===== src/verilog/oclk_pkg.sv =====
// Constants for the oscillator control lock and status register block.
// Assumes a single system clock and a plain strobe register port.
package oclk_pkg;
  // ==========================================================
  // Register map
  localparam logic [1:0] OCLK_ADDR_CTRL = 2'h0;
  localparam logic [1:0] OCLK_ADDR_IRQ_STAT = 2'h1;
  localparam logic [1:0] OCLK_ADDR_IRQ_MASK = 2'h2;
  localparam int OCLK_ADDR_W = 2;
  localparam int OCLK_DATA_W = 16;
  // ==========================================================
  // Field positions in the control register
  localparam int OCLK_BIT_FREEZE = 7;
  localparam int OCLK_BIT_PINLOCK = 6;
  localparam int OCLK_BIT_PLLLOCK = 5;
  localparam int OCLK_BIT_FAIL = 3;
  localparam int OCLK_BIT_SECONDARY_OSCILLATOR = 1;
  localparam int OCLK_BIT_SWREQ = 0;
  // ==========================================================
  // Interrupt status bit positions
  localparam int OCLK_IRQ_FAIL = 0;
  localparam int OCLK_IRQ_SWDONE = 1;
  localparam int OCLK_IRQ_PLL = 2;
  localparam int OCLK_IRQ_W = 3;
  // ==========================================================
  // Reset values
  localparam logic [OCLK_IRQ_W-1:0] OCLK_IRQ_RST = 3'h0;
  localparam logic [OCLK_DATA_W-1:0] OCLK_ZERO = 16'h0000;
endpackage : oclk_pkg


===== src/verilog/oclk_osc_control.sv =====
// Oscillator control register, low byte: locks, PLL status, clock fail,
// secondary oscillator enable and switch request, plus an interrupt unit.
// Assumes all hardware status inputs except the strap/config levels and the
// same-clock pin map unlock level come from other clocks and are synchronised here; config bits are static.
//
// Notes on behaviour
// - With monitor enabled, set freeze bit blocks clock and PLL switching.
// - With monitor disabled, selections never lock; switch request works.
// - Bit 6 set makes the peripheral pin mapping lock active.
// - Bit 5 reads one when PLL locked or start-up timer expired.
// - Clock-fail flag at bit 3 sets on a detected clock failure.
// - Bits 4 and 2 read zero; writes there do nothing.
// - Bit 1 enables the 32 kHz secondary oscillator.
// - PLL status clears on every valid switch and in non-PLL modes.
// - Pin lock changes only after unlock; one-way config forbids clear.
// - Fail flag software-clear only; freeze bit set only; both reset 0.
//
// Implementation choices: the register addresses and the address-and-strobe port.
`timescale 1ns/1ps
module oclk_osc_control
  import oclk_pkg::*;
(
  // Clock and reset
  input wire logic clock_in,
  input wire logic nrst_in,
  // Register port
  input wire logic [OCLK_ADDR_W-1:0] addr_in,
  input wire logic [OCLK_DATA_W-1:0] wdata_in,
  input wire logic wr_in,
  input wire logic rd_in,
  output logic [OCLK_DATA_W-1:0] rdata_out,
  // Static configuration levels
  input wire logic switch_monitor_cfg_bit_in,
  input wire logic pin_lock_one_shot_cfg_in,
  // Pin map unlock sequence done (same clock, level while unlocked)
  input wire logic pin_map_unlocked_in,
  // Asynchronous status from the oscillator system
  input wire logic pll_locked_in,
  input wire logic pll_timer_done_in,
  input wire logic pll_mode_in,
  input wire logic clock_fail_det_in,
  input wire logic switch_done_in,
  input wire logic switch_abort_in,
  // Controls to the clock system
  output logic switch_start_out,
  output logic selection_frozen_out,
  output logic pin_map_freeze_out,
  output logic secondary_osc_enable_out,
  output logic irq_out
);

  // ==========================================================
  // Synchronisers
  localparam int NSYNC = 6;
  logic [NSYNC-1:0] sync_a_r;
  logic [NSYNC-1:0] sync_b_r;
  logic [NSYNC-1:0] sync_nxt;
  logic [NSYNC-1:0] sync_d_r;
  logic pll_locked_s;
  logic pll_timer_s;
  logic pll_mode_s;
  logic fail_s;
  logic done_s;
  logic abort_s;

  always_comb begin
    sync_nxt = {pll_locked_in, pll_timer_done_in, pll_mode_in,
                clock_fail_det_in, switch_done_in, switch_abort_in};
  end

  always_ff @(posedge clock_in or negedge nrst_in) begin
    if (!nrst_in) begin
      sync_a_r <= '0;
      sync_b_r <= '0;
      sync_d_r <= '0;
    end else begin
      sync_a_r <= sync_nxt;
      sync_b_r <= sync_a_r;
      sync_d_r <= sync_b_r;
    end
  end

  assign pll_locked_s = sync_b_r[5];
  assign pll_timer_s = sync_b_r[4];
  assign pll_mode_s = sync_b_r[3];
  assign fail_s = sync_b_r[2];
  assign done_s = sync_b_r[1];
  assign abort_s = sync_b_r[0];

  // Edge events: rising edges of the synchronised levels
  logic fail_rise;
  logic done_rise;
  logic abort_rise;
  assign fail_rise = fail_s & ~sync_d_r[2];
  assign done_rise = done_s & ~sync_d_r[1];
  assign abort_rise = abort_s & ~sync_d_r[0];

  // ==========================================================
  // Register port decode
  // All strobes are single cycle; a read has no side effect
  function automatic logic port_hit(
    input logic strobe,
    input logic [OCLK_ADDR_W-1:0] addr,
    input logic [OCLK_ADDR_W-1:0] target
  );
    return strobe && (addr == target);
  endfunction : port_hit

  logic wr_ctrl;
  logic wr_stat;
  logic wr_mask;
  logic rd_ctrl;
  logic rd_stat;
  logic rd_mask;

  assign wr_ctrl = port_hit(wr_in, addr_in, OCLK_ADDR_CTRL);
  assign wr_stat = port_hit(wr_in, addr_in, OCLK_ADDR_IRQ_STAT);
  assign wr_mask = port_hit(wr_in, addr_in, OCLK_ADDR_IRQ_MASK);
  assign rd_ctrl = port_hit(rd_in, addr_in, OCLK_ADDR_CTRL);
  assign rd_stat = port_hit(rd_in, addr_in, OCLK_ADDR_IRQ_STAT);
  assign rd_mask = port_hit(rd_in, addr_in, OCLK_ADDR_IRQ_MASK);

  // ==========================================================
  // Clock selection freeze and switch request
  logic freeze_r;
  logic freeze_nxt;
  logic swreq_r;
  logic swreq_nxt;
  logic locked;
  logic switch_end;

  // Monitor enabled when the configuration bit is one
  assign locked = switch_monitor_cfg_bit_in & freeze_r;
  assign switch_end = done_rise | abort_rise;

  always_comb begin
    freeze_nxt = freeze_r;
    swreq_nxt = swreq_r;
    if (wr_ctrl) begin
      // Freeze may only be set by software; a zero write is ignored
      if (wdata_in[OCLK_BIT_FREEZE]) begin
        freeze_nxt = 1'b1;
      end
      // Request accepted only while selections are unlocked
      if (wdata_in[OCLK_BIT_SWREQ] && !locked) begin
        swreq_nxt = 1'b1;
      end else if (!wdata_in[OCLK_BIT_SWREQ]) begin
        swreq_nxt = 1'b0;
      end
    end
    // Completion or abandon ends the request whatever software wrote
    if (swreq_r && switch_end) begin
      swreq_nxt = 1'b0;
    end
  end

  always_ff @(posedge clock_in or negedge nrst_in) begin
    if (!nrst_in) begin
      freeze_r <= 1'b0;
      swreq_r <= 1'b0;
    end else begin
      freeze_r <= freeze_nxt;
      swreq_r <= swreq_nxt;
    end
  end

  // ==========================================================
  // Peripheral pin mapping lock
  logic pinlock_r;
  logic pinlock_nxt;
  logic pin_clear_blocked;

  // One-way setting: once set, a clearing write is dropped
  assign pin_clear_blocked = pin_lock_one_shot_cfg_in & pinlock_r;

  // Unlock level is on this clock, so it is read directly
  always_comb begin
    pinlock_nxt = pinlock_r;
    if (wr_ctrl && pin_map_unlocked_in) begin
      if (wdata_in[OCLK_BIT_PINLOCK] || !pin_clear_blocked) begin
        pinlock_nxt = wdata_in[OCLK_BIT_PINLOCK];
      end
    end
  end

  always_ff @(posedge clock_in or negedge nrst_in) begin
    if (!nrst_in) begin
      pinlock_r <= 1'b0;
    end else begin
      pinlock_r <= pinlock_nxt;
    end
  end

  // ==========================================================
  // PLL status and clock-fail flag
  logic pll_ok_r;
  logic pll_ok_nxt;
  logic fail_r;
  logic fail_nxt;
  logic pll_status;

  assign pll_status = pll_mode_s & (pll_locked_s | pll_timer_s);

  always_comb begin
    pll_ok_nxt = pll_status;
    fail_nxt = fail_r;
    // Fail flag may only be cleared by software
    if (wr_ctrl && !wdata_in[OCLK_BIT_FAIL]) begin
      fail_nxt = 1'b0;
    end
    // A failure in the same cycle as a clear must not be lost
    if (fail_rise) begin
      fail_nxt = 1'b1;
    end
    // Status drops for one cycle on a completed switch
    if (done_rise) begin
      pll_ok_nxt = 1'b0;
    end
    if (!pll_mode_s) begin
      pll_ok_nxt = 1'b0;
    end
  end

  always_ff @(posedge clock_in or negedge nrst_in) begin
    if (!nrst_in) begin
      pll_ok_r <= 1'b0;
      fail_r <= 1'b0;
    end else begin
      pll_ok_r <= pll_ok_nxt;
      fail_r <= fail_nxt;
    end
  end

  // ==========================================================
  // Secondary oscillator enable
  logic secondary_oscillator_r;
  logic secondary_oscillator_nxt;

  // Enable follows every control write; no lock applies to it
  always_comb begin
    secondary_oscillator_nxt = secondary_oscillator_r;
    if (wr_ctrl) begin
      secondary_oscillator_nxt = wdata_in[OCLK_BIT_SECONDARY_OSCILLATOR];
    end
  end

  always_ff @(posedge clock_in or negedge nrst_in) begin
    if (!nrst_in) begin
      secondary_oscillator_r <= 1'b0;
    end else begin
      secondary_oscillator_r <= secondary_oscillator_nxt;
    end
  end

  // ==========================================================
  // Interrupt status and mask
  logic [OCLK_IRQ_W-1:0] istat_r;
  logic [OCLK_IRQ_W-1:0] istat_nxt;
  logic [OCLK_IRQ_W-1:0] imask_r;
  logic [OCLK_IRQ_W-1:0] imask_nxt;
  logic [OCLK_IRQ_W-1:0] ievent;

  always_comb begin
    ievent = OCLK_IRQ_RST;
    ievent[OCLK_IRQ_FAIL] = fail_rise;
    ievent[OCLK_IRQ_SWDONE] = swreq_r & switch_end;
    ievent[OCLK_IRQ_PLL] = pll_status & ~pll_ok_r;
  end

  always_comb begin
    istat_nxt = istat_r;
    imask_nxt = imask_r;
    // Write one to clear
    if (wr_stat) begin
      istat_nxt = istat_r & ~wdata_in[OCLK_IRQ_W-1:0];
    end
    if (wr_mask) begin
      imask_nxt = wdata_in[OCLK_IRQ_W-1:0];
    end
    // New events win over a same-cycle clear
    istat_nxt = istat_nxt | ievent;
  end

  always_ff @(posedge clock_in or negedge nrst_in) begin
    if (!nrst_in) begin
      istat_r <= OCLK_IRQ_RST;
      imask_r <= OCLK_IRQ_RST;
    end else begin
      istat_r <= istat_nxt;
      imask_r <= imask_nxt;
    end
  end

  // ==========================================================
  // Read data
  logic [OCLK_DATA_W-1:0] rdata_nxt;

  // Unimplemented positions stay zero in the assembled word
  function automatic logic [OCLK_DATA_W-1:0] ctrl_word(
    input logic freeze,
    input logic pinlock,
    input logic pll_ok,
    input logic fail,
    input logic secondary_oscillator,
    input logic swreq
  );
    logic [OCLK_DATA_W-1:0] word;
    word = OCLK_ZERO;
    word[OCLK_BIT_FREEZE] = freeze;
    word[OCLK_BIT_PINLOCK] = pinlock;
    word[OCLK_BIT_PLLLOCK] = pll_ok;
    word[OCLK_BIT_FAIL] = fail;
    word[OCLK_BIT_SECONDARY_OSCILLATOR] = secondary_oscillator;
    word[OCLK_BIT_SWREQ] = swreq;
    return word;
  endfunction : ctrl_word

  // Registered, so read data stand exactly one cycle and are zero after
  always_comb begin
    rdata_nxt = OCLK_ZERO;
    if (rd_ctrl) begin
      rdata_nxt = ctrl_word(freeze_r, pinlock_r, pll_ok_r, fail_r, secondary_oscillator_r,
                            swreq_r);
    end else if (rd_stat) begin
      rdata_nxt[OCLK_IRQ_W-1:0] = istat_r;
    end else if (rd_mask) begin
      rdata_nxt[OCLK_IRQ_W-1:0] = imask_r;
    end
  end

  always_ff @(posedge clock_in or negedge nrst_in) begin
    if (!nrst_in) begin
      rdata_out <= OCLK_ZERO;
    end else begin
      rdata_out <= rdata_nxt;
    end
  end

  // ==========================================================
  // Outputs
  // Frozen flag is combinational so a lock acts on the very next write
  assign switch_start_out = swreq_r;
  assign selection_frozen_out = locked;
  assign pin_map_freeze_out = pinlock_r;
  assign secondary_osc_enable_out = secondary_oscillator_r;
  assign irq_out = |(istat_r & imask_r);

endmodule : oclk_osc_control


===== config.mk =====
export PLATFORM = sky130hd
export DESIGN_NAME = oclk_osc_control
export DESIGN_NICKNAME = d
export VERILOG_FILES = /design/src/verilog/oclk_pkg.sv /design/src/verilog/oclk_osc_control.sv
export SDC_FILE = /design/constraint.sdc
export NUM_CORES = 1
export LEC_CHECK = 0
export BUFFER_PORTS_ARGS = -buffer_cell sky130_fd_sc_hd__buf_4
export CAP_MARGIN = 15
export CORE_MARGIN = 2
export CORE_UTILIZATION = 46
export DETAILED_ROUTE_END_ITERATION = 12
export MAX_ROUTING_LAYER = met4
export PLACE_DENSITY = 0.78
export SYNTH_ARGS = -nofsm -noshare
export SYNTH_HDL_FRONTEND = slang
export SYNTH_SLANG_ARGS = --single-unit

===== constraint.sdc =====
create_clock -name clock_in -period 1.01 [get_ports clock_in]
set_input_delay 0.1515 -clock clock_in [delete_from_list [all_inputs] [get_ports clock_in]]
set_output_delay 0.1515 -clock clock_in [all_outputs]
set_load 0.05 [all_outputs]

# Word level (Yosys, flattened, before mapping)
# Cells that the tools add are included.
[classes]
n_bitwise = 18
n_reduce_logical = 21
mux = 13
eq_ne = 3
[ops]
columns = ["operator", "count"]
rows = [
  ["2-to-1 mux 3 bit", 4],
  ["logical AND 1 bit", 10],
  ["AND 1 bit", 8],
  ["2-to-1 mux 1 bit", 8],
  ["AND 3 bit", 2],
  ["AND reduction 2 bit", 3],
  ["2-to-1 mux 5 bit", 1],
  ["inverter 1 bit", 4],
  ["nonzero test 2 bit", 2],
  ["zero test 1 bit", 3],
  ["!= test 3 x 1 -> 1 bit (second input constant)", 1],
  ["inverter 3 bit", 1],
  ["OR 3 bit", 1],
  ["OR reduction 3 bit", 1],
  ["equality test 2 x 1 -> 1 bit (second input constant)", 1],
  ["equality test 2 bit (second input constant)", 1],
  ["zero test 2 bit", 1],
  ["OR 1 bit", 2],
  ["logical OR 1 bit", 1],
]
[word_totals]
out_inout_bits = 21
in_bits = 31
elab_cells = 67
ff_bits = 35

# Logic depth before layout (Yosys ltp)
[depth]
ltp_word = 6
mapped_depth = 5

# Least setup slack after synthesis
# OpenSTA, ideal clock, no wires.
[synth_path]
kind = "reg-to-reg"
startpoint = "register swreq_r, in the netlist switch_start_out"
endpoint = "register rdata_out[0]"
period_less_slack_ps = 1230
slack_ps = -220
n_path_buf = 0
stages_incl_launch_ff = 4
arrival_ps = 1146
setup_time_ps = 84
t_required_ps = 926
cell_sequence = "dfrtp_1 > mux2i_1 > or2_2 > a21boi_0"
[synth_via]
elab_chain_cells = 1
[synth_lines]
columns = ["element", "line_no", "rtl"]
rows = [
  ["from (decl)", "oclk_osc_control.sv:127", "logic swreq_r;"],
  ["from (signal assigned)", "oclk_osc_control.sv:163", "swreq_r <= swreq_nxt;"],
  ["2-to-1 mux 3 bit", "oclk_osc_control.sv:321", "if (rd_ctrl) begin"],
  ["via rdata_nxt[0]", "oclk_osc_control.sv:296", "logic [OCLK_DATA_W-1:0] rdata_nxt;"],
  ["to (signal assigned)", "oclk_osc_control.sv:335", "rdata_out <= rdata_nxt;"],
  ["to (decl)", "oclk_osc_control.sv:31", "output logic [OCLK_DATA_W-1:0] rdata_out,"],
]
# The timed path passes the listed nets, and every way through them passes these cells.
# A chain may end at the register's enable or synchronous reset.

# Final worst setup path
[layout_path]
startpoint = "register istat_r[1]"
endpoint = "output port irq_out"
[layout_via]
elab_chain_cells = 2
[layout_lines]
columns = ["element", "line_no", "rtl"]
rows = [
  ["from (decl)", "oclk_osc_control.sv:257", "logic [OCLK_IRQ_W-1:0] istat_r;"],
  ["from (signal assigned)", "oclk_osc_control.sv:289", "istat_r <= istat_nxt;"],
  ["AND 3 bit", "oclk_osc_control.sv:346", "assign irq_out = |(istat_r & imask_r);"],
  ["OR reduction 3 bit", "oclk_osc_control.sv:346", ""],
  ["to (decl)", "oclk_osc_control.sv:49", "output logic irq_out"],
]
# Every way passes these cells.

==> impl_metrics.ini <==
[run_status]
status = complete, but fails checks
violations = setup timing

[finish]
layout_commonest_cell = dfrtp_1
layout-drive-gt1-share = 0.408
antenna_cells = 0
mostFrequentLayoutCells = 32 x dfrtp_1, 31 x buf_4, 12 x o21ai_0, 12 x buf_6, 11 x nand2_1
nets = 187
area_delta_synth_final_pct = 42.5

[drt]
drtIter0Drc = 23
final_antenna_net_count = 0
first_pass_iters = 4
drc = 0
via_count = 911
wire_per_inst_um = 13.6
viasPerCell = 4.87
totalWireLength_mm = 2.54

[synth]
yosys-top-cells-area = dfrtp_1 68%, buf_4 5.4%, o21ai_0 5.2%
yosys_warnings = 0
netlist_instances = 101
synth_area_per_cell_sq_um = 12.4
syn-cell-area_sq_um = 1260
synth_area_leader_cell = dfrtp_1
ys_types = 25
yosysSeqAreaShare = 0.677
ys_ff_latch = 34
yosys.area.top_type_share = 0.677

[timing]
max_freq_mhz = 667
final.period_utilization = 1.49
drv_slew = 0
fin_crit_ps = 1500
finalHoldViolCount = 0
rsz0062_at_grt = yes
fin_ws_ps = -490
clock_skew_ps = 3.87
finalSetupViolCount = 12
hold_slack_ps = 75.0

[worst_setup_path]
path_max_fanout = 2
cp-start-kind = register
required_ps = 860
crit_path_end_kind = output port
ff2ff_setup_slack_ps = 50
reg2reg_depth = 4
critPathKind = register to output port
rr_startpoint = istat_r[0]$_DFF_PN0_
arrival_ps = 1350
reg2reg_to = rdata_out[0]$_DFF_PN0_

[clocking]
htree_levels = 2
insertion_delay_ps = 330
clk_pin_slew_ps = 100
cts_made_buffers = 5
cts_root_buf = clkbuf_4
cts_tree = built
cts_sinks = 34
clock_path_buffers = 2

[placed_design]
dp_hpwl_mm = 1.74
io_buffers = 32
dp_worst_setup_slack_ps = -170
gp_congestion = 0.844

[power]
vdd_drop_max_uv = 1670
finalPower_mw = 3.38
p_leak_nw = 0.885
p_per_area_nw_per_um2 = 1890

[worst_hold_path]
hp-class = input port to register
min_from = wdata_in[7]
worstHoldEndpoint = freeze_r$_DFFE_PN0P_
min_path_cells = 2

[grt]
grt_max_degree = 35
grt_usage = 0.182
grt_first_pass_wirelength_mm = 4.15
antenna_found_initial = 0
grt_pass1_vias = 931
overflow = 0

[floorplanning]
dieHeight_um = 56.3
io_pins = 52
fp.dieArea_sq_um = 3160
die_w_um = 56.3
initial_core_util = 0.498
fp.coreArea_sq_um = 2520
rows = 18

[job]
drv_cap = 0
[worst max-delay path, cell delays in order, from the launching register on]
cell,delay (ps)
dfrtp_1,400
a222oi_1,400
inv_2,60
buf_6,160
[flip-flops by register name, summed over array words and instances (netlist names)]
signal	flops
rdata_out	7
sync_b_r	6
imask_r	3
istat_r	3
fail_r	1
pll_ok_r	1
sync_d_r	3
freeze_r	1
pin_map_freeze_out	1
sync_a_r	6
secondary_osc_enable_out	1
switch_start_out	1
[routing by layer]
layer	part of all wire	global-route usage	up-vias	wire length, um
met3	0.072	0.0714	5	182
met1	0.38	0.178	443	962
met4	0.017	0.0714	0	42
met5	0	-	-	0
met2	0.53	0.323	36	1360
li1	-	-	427	-
[worst max-delay path by stage]
| stage | slack, ps | cells after the start | start | end |
|---|---|---|---|---|
| floorplan | -80 | 4 | addr_in[0] | switch_start_out$_DFFE_PN0P_ |
| finish | -490 | 3 | istat_r[1]$_DFF_PN0_ | irq_out |
| detailed placement | -170 | 4 | addr_in[1] | pin_map_freeze_out$_DFFE_PN0P_ |
| global route | -590 | 3 | istat_r[1]$_DFF_PN0_ | irq_out |
| global placement | -170 | 3 | istat_r[1]$_DFF_PN0_ | irq_out |
| CTS | -520 | 3 | imask_r[1]$_DFFE_PN0P_ | irq_out |
[metrics by stage]
step	instances	setup TNS, ps	area [sq um]	util
floorplan	109	-341	1290	-
global placement	169	-665	1550	0.616
detailed placement	169	-752	1550	0.616
CTS	187	-1110	1780	0.704
global route	187	-1500	1790	0.710
finish	187	-933	1790	0.710
[what timing repair did]
item	CTS	global route
buffers inserted	3	0
hold buffers	7	0
hold endpoints to repair	40	0
setup endpoints to repair	14	15
pin swaps	1	4
gates resized for setup	17	4
[cell type report]
cell class                 count  area, sq um
clock buffer                   5         37.5
clock inverter                 3         40.0
fill                         186          732
inverter                       4         15.0
multi-input combinational     60          354
sequential                    34          853
tap                           30         37.5
timing repair buffer          51          453
[power breakdown]
part / switching, mW / internal [mW] / leakage, nW
logic: 0.495 / 0.360 / 0.437
registers: 0.0814 / 1.49 / 0.403
clock network: 0.440 / 0.512 / 0.0450
total: 1.02 / 2.36 / 0.885
[synthesized netlist by cell type (all sizes together)]
library cell	number
or3b	1
and2b	1
and3	4
o221a	1
nand2	11
or2	2
a222oi	1
a31o	1
a21boi	2
nand3b	2
nor2b	2
o21ai	13
o2bb2ai	1
conb	1
and2	2
dfrtp	34
mux2i	2
nor2	3
inv	4
buf	11
nand2b	2
[cells by family after synthesis]
group                  Yosys count  share of synthesized area
AO/OA/AOI/OAI                   19                     0.0946
other                            1                    0.00299
buffers and inverters           15                     0.0787
AND/OR/NAND/NOR                 30                      0.130
flip-flops                      34                      0.677
multiplexers                     2                     0.0159
Note: power is estimated with default switching activity, not from simulation.
